File: src/hw/ptm_consts.svh
// Constants for the potentiometer channel processing core
`ifndef PTM_CONSTS_SVH
`define PTM_CONSTS_SVH

`define PTM_NCH 5
`define PTM_DW 16

// ----------------------------------------------------------------
// Timing
// ----------------------------------------------------------------
`define PTM_CLK_NS 40
`define PTM_FIR50_NS 625000
`define PTM_FIR60_NS 521000
`define PTM_IIR_NS 500000
`define PTM_DC_LATCH_NS 500
`define PTM_DC_LATCH_CYC (`PTM_DC_LATCH_NS / `PTM_CLK_NS)
`define PTM_DC_SYNC_LAT 3
`define PTM_DC_DLY 4'(`PTM_DC_LATCH_CYC - `PTM_DC_SYNC_LAT)
`define PTM_DIAG_FAST 4'h3
`define PTM_DIAG_SLOW 4'hA

// ----------------------------------------------------------------
// Register map: region haddr[7:5], word index haddr[4:2]
// ----------------------------------------------------------------
`define PTM_R_GLOB 3'h0
`define PTM_R_CHCFG 3'h1
`define PTM_R_LIMIT 3'h2
`define PTM_R_VALUE 3'h3
`define PTM_R_CHST 3'h4
`define PTM_I_CTRL 3'h0
`define PTM_I_DIAG 3'h1
`define PTM_I_STAT 3'h2

// ----------------------------------------------------------------
// Fields and reset values
// ----------------------------------------------------------------
`define PTM_CTRL_FILT 0
`define PTM_CTRL_DC 1
`define PTM_CFG_L1EN 0
`define PTM_CFG_L2EN 1
`define PTM_CFG_SWAP 2
`define PTM_CFG_OVL 3
`define PTM_CFG_FSEL 7:4
`define PTM_CFG_RANGE 9:8
`define PTM_CFG_RST 10'h004
`define PTM_DIAG_RST 3'h7
`define PTM_DG_WIPER 0
`define PTM_DG_LOAD 1
`define PTM_DG_SUPPLY 2
`define PTM_F_FIR50 4'h0
`define PTM_F_FIR60 4'h1
`define PTM_F_IIR1 4'h2
`define PTM_F_IIR8 4'h9
`define PTM_LC_OFF 2'h0
`define PTM_LC_HI 2'h1
`define PTM_LC_LO 2'h2
`define PTM_LC_EQ 2'h3

`endif

File: src/hw/ptm_core_stat_note.sv
// Holds no logic: the status word is assembled inside the core
`timescale 1ns/1ps
`default_nettype none
`default_nettype wire

File: src/hw/ptm_pkg.sv
// Types shared by the potentiometer channel processing core
package ptm_pkg;

   typedef enum logic [1:0] {
      MODE_SYNC,
      MODE_DC,
      MODE_FREE
   } ptm_mode_t;

   typedef enum logic [1:0] {
      SEQ_IDLE,
      SEQ_CONV,
      SEQ_DIAG
   } ptm_seq_t;

endpackage

File: src/hw/ptm_ch_if.sv
// Configuration and result bundle between the core and one channel
`timescale 1ns/1ps
`default_nettype none
`include "ptm_consts.svh"

interface ptm_ch_if;
   logic [`PTM_DW-1:0] lim1;
   logic [`PTM_DW-1:0] lim2;
   logic [1:0] lim_en;
   logic swap;
   logic overlay;
   logic filt_en;
   logic [3:0] filt_sel;
   logic load;
   logic [`PTM_DW-1:0] sample;
   logic under;
   logic over;
   logic err;
   logic [`PTM_DW-1:0] value;
   logic [`PTM_DW-1:0] status;

   modport ctl (output lim1, lim2, lim_en, swap, overlay, filt_en,
      filt_sel, load, sample, under, over, err, input value, status);
   modport chan (input lim1, lim2, lim_en, swap, overlay, filt_en,
      filt_sel, load, sample, under, over, err, output value, status);
endinterface

`default_nettype wire

File: src/hw/ptm_chan.sv
// One channel: filter, limit evaluation, error and status overlay
`timescale 1ns/1ps
`default_nettype none
`include "ptm_consts.svh"

module ptm_chan
   import ptm_pkg::*;
(
   input wire logic hclk,
   input wire logic hresetn,
   ptm_ch_if.chan ch
);
   logic [`PTM_DW-1:0] tap0, tap1, tap2, iir;
   logic [`PTM_DW-1:0] next_iir, next_value, next_status, filt;
   logic [`PTM_DW+1:0] fir_sum;
   logic signed [`PTM_DW:0] diff, step, iir_sum;
   logic [3:0] k;
   logic [1:0] l1, l2;

   function automatic logic [1:0] lim_code(input logic [`PTM_DW-1:0] v,
      input logic [`PTM_DW-1:0] l, input logic en, input logic swap);
      if (!en) return `PTM_LC_OFF;
      if (v == l) return `PTM_LC_EQ;
      if (v > l) return swap ? `PTM_LC_HI : `PTM_LC_LO;
      return swap ? `PTM_LC_LO : `PTM_LC_HI;
   endfunction

   always_comb begin
      // Non-recursive notch: four-tap average
      fir_sum = {2'h0, ch.sample} + {2'h0, tap0} + {2'h0, tap1} +
         {2'h0, tap2};
      // Recursive low-pass, level 1 weakest to level 8 strongest
      if (ch.filt_sel >= `PTM_F_IIR8) begin
         k = 4'h8;
      end else begin
         k = 4'(ch.filt_sel - `PTM_F_IIR1 + 4'h1);
      end
      diff = $signed({1'b0, ch.sample}) - $signed({1'b0, iir});
      step = diff >>> k;
      iir_sum = $signed({1'b0, iir}) + step;
      next_iir = ch.load ? iir_sum[`PTM_DW-1:0] : iir;
      if (!ch.filt_en) begin
         filt = ch.sample;
      end else if (ch.filt_sel == `PTM_F_FIR50 ||
            ch.filt_sel == `PTM_F_FIR60) begin
         filt = fir_sum[`PTM_DW+1:2];
      end else begin
         filt = iir_sum[`PTM_DW-1:0];
      end
      l1 = lim_code(filt, ch.lim1, ch.lim_en[0], ch.swap);
      l2 = lim_code(filt, ch.lim2, ch.lim_en[1], ch.swap);
      next_status = {9'h000, ch.err | ch.under | ch.over, l2, l1,
         ch.over, ch.under};
      if (ch.overlay) begin
         next_status[2:0] = {1'b0, ch.err, ch.under | ch.over};
      end
      next_value = ch.err ? '0 : filt;
      if (!ch.load) begin
         next_status = ch.status;
         next_value = ch.value;
      end
   end

   // Value and status move together on the load pulse
   always_ff @(posedge hclk or negedge hresetn) begin
      if (!hresetn) begin
         tap0 <= '0;
         tap1 <= '0;
         tap2 <= '0;
         iir <= '0;
         ch.value <= '0;
         ch.status <= '0;
      end else begin
         if (ch.load) begin
            tap0 <= ch.sample;
            tap1 <= tap0;
            tap2 <= tap1;
         end
         iir <= next_iir;
         ch.value <= next_value;
         ch.status <= next_status;
      end
   end
endmodule

`default_nettype wire

File: src/hw/ptm_core.sv
// Potentiometer measurement core: triggering, diagnostics, AHB-Lite slave
//
// The AHB-Lite interface to the registers and the address map are this design's own decisions.
`timescale 1ns/1ps
`default_nettype none
`include "ptm_consts.svh"

module ptm_core
   import ptm_pkg::*;
#(
   parameter int FIR50_CYC = `PTM_FIR50_NS / `PTM_CLK_NS,
   parameter int FIR60_CYC = `PTM_FIR60_NS / `PTM_CLK_NS,
   parameter int IIR_CYC = `PTM_IIR_NS / `PTM_CLK_NS
) (
   input wire logic hclk,
   input wire logic hresetn,
   input wire logic hsel,
   input wire logic [31:0] haddr,
   input wire logic [1:0] htrans,
   input wire logic hwrite,
   input wire logic [2:0] hsize,
   input wire logic [31:0] hwdata,
   input wire logic hready,
   output logic hreadyout,
   output logic [31:0] hrdata,
   output logic hresp,
   input wire logic frame_pulse,
   input wire logic sync1_pin,
   input wire logic supply_fault_pin,
   input wire logic overload_pin,
   output logic adc_start,
   input wire logic adc_valid,
   input wire logic [`PTM_NCH*`PTM_DW-1:0] adc_data,
   input wire logic [`PTM_NCH-1:0] adc_under,
   input wire logic [`PTM_NCH-1:0] adc_over,
   input wire logic [`PTM_NCH-1:0] adc_wiper_open,
   output logic wiper_pulse,
   output logic sample_done
);
   // ----------------------------------------------------------------
   // Declarations
   // ----------------------------------------------------------------
   logic ctrl_filt, ctrl_dc, next_filt, next_dc;
   logic [2:0] diag_en, next_diag_en;
   logic [9:0] chcfg [`PTM_NCH];
   logic [`PTM_DW-1:0] val_a [`PTM_NCH];
   logic [`PTM_DW-1:0] st_a [`PTM_NCH];
   logic [31:0] limit [`PTM_NCH];
   logic [`PTM_NCH-1:0] range_nz;
   logic dp_wr;
   logic [2:0] dp_reg, dp_idx;
   logic [31:0] rd_mux;
   logic acc;
   logic [2:0] pin_s;
   logic s1_prev, s1_rise;
   ptm_mode_t mode;
   ptm_seq_t state, next_state;
   logic pend, next_pend, trig;
   logic [3:0] dly, next_dly;
   logic dly_run, next_dly_run;
   logic [15:0] timer, next_timer, period;
   logic [3:0] diag_cnt, next_diag_cnt, diag_int;
   logic diag_due;
   logic [`PTM_NCH-1:0] wiper_err, next_wiper_err, ch_err;
   logic [15:0] conv_cnt, next_conv_cnt;
   logic next_start, next_pulse, next_done, load;

   // ----------------------------------------------------------------
   // Pin synchronisers and mode
   // ----------------------------------------------------------------
   ptm_sync #(.W(3)) u_sync (
      .hclk(hclk),
      .hresetn(hresetn),
      .d({overload_pin, supply_fault_pin, sync1_pin}),
      .q(pin_s)
   );

   assign s1_rise = pin_s[0] & ~s1_prev;

   always_comb begin
      if (ctrl_filt) begin
         mode = MODE_FREE;
      end else if (ctrl_dc) begin
         mode = MODE_DC;
      end else begin
         mode = MODE_SYNC;
      end
   end

   // Conversion period follows channel one filter setting only
   always_comb begin
      if (chcfg[0][`PTM_CFG_FSEL] == `PTM_F_FIR50) begin
         period = 16'(FIR50_CYC - 1);
      end else if (chcfg[0][`PTM_CFG_FSEL] == `PTM_F_FIR60) begin
         period = 16'(FIR60_CYC - 1);
      end else begin
         period = 16'(IIR_CYC - 1);
      end
   end

   // ----------------------------------------------------------------
   // Trigger and sequencer
   // ----------------------------------------------------------------
   always_comb begin
      for (int n = 0; n < `PTM_NCH; n++) begin
         range_nz[n] = chcfg[n][`PTM_CFG_RANGE] != 2'h0;
      end
      diag_int = (|range_nz) ? `PTM_DIAG_SLOW : `PTM_DIAG_FAST;
      diag_due = diag_en[`PTM_DG_WIPER] && diag_cnt >= diag_int;
      for (int n = 0; n < `PTM_NCH; n++) begin
         ch_err[n] = (diag_en[`PTM_DG_WIPER] & wiper_err[n]) |
            (diag_en[`PTM_DG_LOAD] & pin_s[1]) |
            (diag_en[`PTM_DG_SUPPLY] & pin_s[2]);
      end
   end

   always_comb begin
      trig = 1'b0;
      next_dly = dly;
      next_dly_run = dly_run;
      next_timer = '0;
      unique case (mode)
         MODE_SYNC: begin
            trig = frame_pulse;
            next_dly_run = 1'b0;
         end
         MODE_DC: begin
            if (s1_rise) begin
               next_dly = `PTM_DC_DLY;
               next_dly_run = 1'b1;
            end else if (dly_run) begin
               next_dly = dly - 4'h1;
               if (dly == 4'h0) begin
                  trig = 1'b1;
                  next_dly_run = 1'b0;
               end
            end
         end
         MODE_FREE: begin
            next_dly_run = 1'b0;
            next_timer = timer + 16'h0001;
            if (timer >= period) begin
               trig = 1'b1;
               next_timer = '0;
            end
         end
      endcase
   end

   always_comb begin
      next_state = state;
      next_pend = pend | trig;
      next_start = 1'b0;
      next_pulse = wiper_pulse;
      next_done = 1'b0;
      next_diag_cnt = diag_cnt;
      next_wiper_err = wiper_err;
      next_conv_cnt = conv_cnt;
      load = 1'b0;
      unique case (state)
         SEQ_IDLE: begin
            if (pend) begin
               next_start = 1'b1;
               next_pend = trig;
               next_state = SEQ_CONV;
            end else if (diag_due) begin
               next_start = 1'b1;
               next_pulse = 1'b1;
               next_state = SEQ_DIAG;
            end
         end
         SEQ_CONV: begin
            if (adc_valid) begin
               load = 1'b1;
               next_done = 1'b1;
               next_conv_cnt = conv_cnt + 16'h0001;
               if (diag_cnt != 4'hF) begin
                  next_diag_cnt = diag_cnt + 4'h1;
               end
               next_state = SEQ_IDLE;
            end
         end
         SEQ_DIAG: begin
            // Pulsed conversion only updates wiper state, never values
            if (adc_valid) begin
               next_wiper_err = adc_wiper_open;
               next_pulse = 1'b0;
               next_diag_cnt = '0;
               next_state = SEQ_IDLE;
            end
         end
      endcase
   end

   always_ff @(posedge hclk or negedge hresetn) begin
      if (!hresetn) begin
         state <= SEQ_IDLE;
         pend <= 1'b0;
         dly <= '0;
         dly_run <= 1'b0;
         timer <= '0;
         diag_cnt <= '0;
         wiper_err <= '0;
         conv_cnt <= '0;
         adc_start <= 1'b0;
         wiper_pulse <= 1'b0;
         sample_done <= 1'b0;
         s1_prev <= 1'b0;
      end else begin
         state <= next_state;
         pend <= next_pend;
         dly <= next_dly;
         dly_run <= next_dly_run;
         timer <= next_timer;
         diag_cnt <= next_diag_cnt;
         wiper_err <= next_wiper_err;
         conv_cnt <= next_conv_cnt;
         adc_start <= next_start;
         wiper_pulse <= next_pulse;
         sample_done <= next_done;
         s1_prev <= pin_s[0];
      end
   end

   // ----------------------------------------------------------------
   // AHB-Lite slave, zero wait states
   // ----------------------------------------------------------------
   assign acc = hsel & hready & htrans[1];

   always_comb begin
      rd_mux = '0;
      unique case (haddr[7:5])
         `PTM_R_GLOB: begin
            if (haddr[4:2] == `PTM_I_CTRL) begin
               rd_mux = {30'h0, ctrl_dc, ctrl_filt};
            end else if (haddr[4:2] == `PTM_I_DIAG) begin
               rd_mux = {29'h0, diag_en};
            end else if (haddr[4:2] == `PTM_I_STAT) begin
               rd_mux = {conv_cnt, 1'b0, pin_s[2:1], wiper_err, 4'h0,
                  state, mode};
            end
         end
         `PTM_R_CHCFG: begin
            if (haddr[4:2] < 3'(`PTM_NCH)) begin
               rd_mux = {22'h0, chcfg[haddr[4:2]]};
            end
         end
         `PTM_R_LIMIT: begin
            if (haddr[4:2] < 3'(`PTM_NCH)) begin
               rd_mux = limit[haddr[4:2]];
            end
         end
         `PTM_R_VALUE: begin
            if (haddr[4:2] < 3'(`PTM_NCH)) begin
               rd_mux = {16'h0, val_a[haddr[4:2]]};
            end
         end
         `PTM_R_CHST: begin
            if (haddr[4:2] < 3'(`PTM_NCH)) begin
               rd_mux = {16'h0, st_a[haddr[4:2]]};
            end
         end
         default: rd_mux = '0;
      endcase
   end

   always_comb begin
      next_filt = ctrl_filt;
      next_dc = ctrl_dc;
      next_diag_en = diag_en;
      if (dp_wr && dp_reg == `PTM_R_GLOB && dp_idx == `PTM_I_CTRL) begin
         // DC refused while filter stays on; filter refused in DC
         next_dc = hwdata[`PTM_CTRL_DC] &
            ~(hwdata[`PTM_CTRL_FILT] & ctrl_filt);
         next_filt = hwdata[`PTM_CTRL_FILT] & ~next_dc;
      end
      if (dp_wr && dp_reg == `PTM_R_GLOB && dp_idx == `PTM_I_DIAG) begin
         next_diag_en = hwdata[2:0];
      end
   end

   always_ff @(posedge hclk or negedge hresetn) begin
      if (!hresetn) begin
         dp_wr <= 1'b0;
         dp_reg <= '0;
         dp_idx <= '0;
         hrdata <= '0;
         hreadyout <= 1'b1;
         hresp <= 1'b0;
         ctrl_filt <= 1'b0;
         ctrl_dc <= 1'b0;
         diag_en <= `PTM_DIAG_RST;
      end else begin
         dp_wr <= acc & hwrite;
         dp_reg <= haddr[7:5];
         dp_idx <= haddr[4:2];
         hrdata <= (acc & ~hwrite) ? rd_mux : '0;
         hreadyout <= 1'b1;
         hresp <= 1'b0;
         ctrl_filt <= next_filt;
         ctrl_dc <= next_dc;
         diag_en <= next_diag_en;
      end
   end

   // ----------------------------------------------------------------
   // Per-channel registers and processing
   // ----------------------------------------------------------------
   for (genvar n = 0; n < `PTM_NCH; n++) begin : g_ch
      logic [9:0] next_cfg;
      logic [31:0] next_lim;
      ptm_ch_if chi();

      always_comb begin
         next_cfg = chcfg[n];
         next_lim = limit[n];
         if (dp_wr && dp_idx == 3'(n)) begin
            if (dp_reg == `PTM_R_CHCFG) begin
               next_cfg = hwdata[9:0];
            end
            if (dp_reg == `PTM_R_LIMIT) begin
               next_lim = hwdata;
            end
         end
      end

      always_ff @(posedge hclk or negedge hresetn) begin
         if (!hresetn) begin
            chcfg[n] <= `PTM_CFG_RST;
            limit[n] <= '0;
         end else begin
            chcfg[n] <= next_cfg;
            limit[n] <= next_lim;
         end
      end

      assign chi.lim1 = limit[n][15:0];
      assign chi.lim2 = limit[n][31:16];
      assign chi.lim_en = {chcfg[n][`PTM_CFG_L2EN], chcfg[n][`PTM_CFG_L1EN]};
      assign chi.swap = chcfg[n][`PTM_CFG_SWAP];
      assign chi.overlay = chcfg[n][`PTM_CFG_OVL];
      assign chi.filt_en = ctrl_filt;
      assign chi.filt_sel = chcfg[0][`PTM_CFG_FSEL];
      assign chi.load = load;
      assign chi.sample = adc_data[n*`PTM_DW +: `PTM_DW];
      assign chi.under = adc_under[n];
      assign chi.over = adc_over[n];
      assign chi.err = ch_err[n];
      assign val_a[n] = chi.value;
      assign st_a[n] = chi.status;

      ptm_chan u_chan (
         .hclk(hclk),
         .hresetn(hresetn),
         .ch(chi.chan)
      );
   end
endmodule

`default_nettype wire

File: src/hw/ptm_sync.sv
// Three-stage input synchroniser with agreement filter
`timescale 1ns/1ps
`default_nettype none

module ptm_sync #(
   parameter int W = 1
) (
   input wire logic hclk,
   input wire logic hresetn,
   input wire logic [W-1:0] d,
   output logic [W-1:0] q
);
   logic [W-1:0] ff1;
   logic [W-1:0] ff2;
   logic [W-1:0] ff3;
   logic [W-1:0] next_q;

   // Output follows only where stages two and three agree
   always_comb begin
      next_q = (ff2 & ff3) | (q & (ff2 ^ ff3));
   end

   always_ff @(posedge hclk or negedge hresetn) begin
      if (!hresetn) begin
         ff1 <= '0;
         ff2 <= '0;
         ff3 <= '0;
         q <= '0;
      end else begin
         ff1 <= d;
         ff2 <= ff1;
         ff3 <= ff2;
         q <= next_q;
      end
   end
endmodule

`default_nettype wire

File: config.mk
export PLATFORM = sky130hd
export DESIGN_NAME = ptm_core
export DESIGN_NICKNAME = d
export VERILOG_FILES = /design/src/hw/ptm_core_stat_note.sv /design/src/hw/ptm_pkg.sv /design/src/hw/ptm_ch_if.sv /design/src/hw/ptm_chan.sv /design/src/hw/ptm_core.sv /design/src/hw/ptm_sync.sv
export VERILOG_INCLUDE_DIRS = /design/src /design/src/hw
export SDC_FILE = /design/constraint.sdc
export NUM_CORES = 2
export LEC_CHECK = 0
export BUFFER_PORTS_ARGS = -buffer_cell sky130_fd_sc_hd__buf_2
export CELL_PAD_IN_SITES_DETAIL_PLACEMENT = 1
export CELL_PAD_IN_SITES_GLOBAL_PLACEMENT = 1
export CORE_UTILIZATION = 46
export DETAILED_ROUTE_END_ITERATION = 10
export PLACE_DENSITY_LB_ADDON = 0.08
export SLEW_MARGIN = 10
export SYNTH_ARGS = -nofsm -noshare
export SYNTH_HDL_FRONTEND = slang
export SYNTH_HIERARCHICAL = 1
export SYNTH_SLANG_ARGS = --single-unit
File: constraint.sdc
create_clock -name hclk -period 6.8 [get_ports hclk]
set_input_delay 0.34 -clock hclk [delete_from_list [all_inputs] [get_ports hclk]]
set_output_delay 0.34 -clock hclk [all_outputs]
set_load 0.01 [all_outputs]
==> qor.csv <==
metric,value,unit
multi_input_area,0.03721,mm2
seq_power_share,16.4,%
power_frac_comb,72.0,%
p_sw,20.26,mW
rows,128,
critical_path.reg2reg.startpoint,g_ch[2].u_chan/iir[4],
wirelength,210700,um
grt_use_total,33.18,%
ant_nets,0,
clk_pwr_share,11.6,%
place_congestion,0.9357,
synth.area.top_cells,"dfrtp_1 (33%), ha_1 (9.5%), mux2_2 (9.5%)",
hpwlAfterDp,161300,um
boundaryPins,211,
grt-ovfl-total,0,
avgRoutedWirePerCell,25.71,um
final-seq-area,0.01888,mm2
synth_top_area_cell,dfrtp_1,
power_report.internal_total,23.34,mW
cts-root-buf,clkbuf_16,
core_area,0.1222,mm2
number_of_flip_flops_and_latches_in_the_synthesized_netlist,754,
clock.fmax,147.1,MHz
postSynth.topFlopCell,dfrtp_1,
report.final.hold_viol_count,0,
grt_antenna_before_repair,2,
clock_skew,64.24,ps
setup_violators_final,0,
cts.path.max_buffers,3,
numPlacedInstances,7870,
detail_route.first_pass.iterations,5,
tightestPinTransition,1338,ps
worst_ep_arrival_time,7400,ps
required,7400,ps
leakage,31.94,nW
grt_first_pass_wirelength,318000,um
edff_count_synth,0,
max_slew_margin,10.58,%
initial_utilization,46.53,%
clock_sinks,754,
cap_violations,0,
period_needed,6797,ps
via_to_cell_ratio,5.958,
layout-area-overhead-vs-synth,23.20,%
final_critical_path_setup_slack,3.158,ps
crit_path_top_delay_cell,or4_4,
tritoncts,yes,
dr.first_iter.drc_count,3409,
totalPowerFinal,43.60,mW
worstRegToRegCells,31,
placement.setup.worst_slack,-566.2,ps
worst_setup_path_endpoint,g_ch[2].u_chan/ch.status[4],
rsz_0062_raised_after_global_routing,true,
synth-warning-count,6,
path_common_cell,buf_4,
launching_instance_or_port_of_the_critical_path,g_ch[2].u_chan/iir[4],
synthDistinctLibCells,123,
clkTransAtPathRegs,60,ps
largest_net_degree_at_the_start_of_global_routing,146,
drt_drc_violations_left,0,
floorplan.die.height,353.6,um
port_buffers,178,
synth.cell_area,0.05686,mm2
via_count,48830,
reg2reg_to,g_ch[2].u_chan/ch.status[4],
cts-htree-levels,3,
yosysTopAreaCellShare,32.83,%
power_density_over_the_cells,622.4,mW/mm2
finalMaxSlewViolations,0,
critPathCaptureType,flop,
post_layout_nonfiller_instances,8196,
die_w,353.6,um
slowest_delay,560,ps
outcome,completed,
r2r_slack,3,ps
finalNetCount,7280,
criticalPathCategory,reg2reg,
share_of_layout_cells_above_drive_strength_1,30.22,%
via_count_of_the_first_global_routing_pass,51380,
critical_path.max_fanout,4,
clock_latency,730,ps
class_of_the_most_critical_hold_timing_path,in2reg,
ir_drop,0.4375,mV
syn_avg_cell_area,10.07,um2
min_path_cells,3,
ys_seq_area_share,33.20,%
tritoncts.num_buffers,91,
power_switching_share,46.47,%
n_fill_cell,13360,
synth.top_cells.by_count,"dfrtp_1 (746), mux2_2 (479), ha_1 (433)",
worstSetupStartpointType,flop,
async_reset_ff_share,100.0,%
fin_crit_sh,99.95,%
synth_cells,5646,
die_area,0.1250,mm2
yosys.cell_count.top_type,dfrtp_1,
## power groups by stage
stage / registers (mW) / logic, mW / clock network, mW
after floorplan: 6.75 / 19.0 / 0
after global placement: 7.11 / 27.6 / 0
after detailed placement: 7.20 / 28.5 / 0
after CTS: 7.15 / 29.3 / 5.15
after global routing: 7.35 / 34.1 / 5.31
final: 7.16 / 31.4 / 5.06
## worst min path at each step
stage,slack (ps),end,startpoint
2_1_floorplan,40,adc_start,hresetn
3_3_place_gp,340,u_sync/ff2[2],u_sync/ff1[2]
3_5_place_dp,350,u_sync/ff2[2],u_sync/ff1[2]
4_1_cts,0.4,g_ch[1].u_chan/tap0[4],adc_data[20]
5_1_grt,30,g_ch[4].chi.lim1[10],hwdata[10]
6_report,30,g_ch[4].u_chan/tap0[2],adc_data[66]
## cell families (layout without fill, tap and decap cells)
| family | Yosys count | count (layout) | synth area share, % |
|---|---|---|---|
| compound gates | 1380 | 1380 | 16.46 |
| simple gates | 1340 | 1340 | 11.25 |
| flops | 754 | 754 | 33.20 |
| mux | 720 | 720 | 15.52 |
| buf+inv | 626 | 1508 | 4.632 |
| fa+ha+maj | 603 | 603 | 15.51 |
| xor+xnor | 216 | 216 | 3.375 |
| other cells | 7 | 50 | 0.04622 |
## cell type report
| cell class | count | share of cell area [%] |
|---|---|---|
| clock buffers | 124 | 3.642 |
| well taps | 1625 | 2.902 |
| repair buffers | 1001 | 10.82 |
| flip-flops and latches | 754 | 26.96 |
| diodes | 2 | 0.007144 |
| inverters | 348 | 1.875 |
| multi-input cells | 4307 | 53.11 |
| clock inverters | 35 | 0.6876 |
## critical path, delay by kind of cell (launching register included)
family	cells	cell delay [ps]
buf+inv	4	580
simple gates	6	1140
flops	1	390
compound gates	15	3360
xor+xnor	2	360
fa+ha+maj	3	700
mux	1	180
## layer usage
layer / track usage [%] / vias to the layer above / routed length (um)
li1: - / 22090 / -
met3: 4.263 / 348 / 10320
met1: 44.94 / 25200 / 92240
met5: 0 / - / 0
met4: 14.50 / 0 / 10100
met2: 53.29 / 1200 / 98020
## metrics by stage
stage	TNS, ps	hold slack, ps	cell area [um2]	util (%)
final	0	33.82	70060	57.33
after global routing	-2112	33.39	70050	57.33
after CTS	0	0.4287	68090	55.72
after detailed placement	-5972	346.4	63820	52.23
after global placement	-2663	336.0	63820	52.23
after floorplan	0	44.41	57020	-
## cells in the final DEF, fill, tap and decap left out, types with 131 or more instances in the layout
cell,synthesis,layout
dfrtp_1,746,743
buf_4,52,714
mux2_2,479,474
ha_1,433,401
nor2_1,410,395
nand2_1,377,371
inv_1,344,333
a21oi_1,359,325
o21ai_0,231,206
buf_2,41,174
fa_1,170,164
mux2i_1,158,146
xnor2_1,145,131
## timing repair
item	CTS	global route
endpoints found under the hold margin	228	0
setup buffers	22	67
gates resized for setup	64	291
hold buffers	80	0
setup endpoints to repair	20	20
gates cloned	0	1
pin swaps	53	181
(Power assumes the default switching activity.)
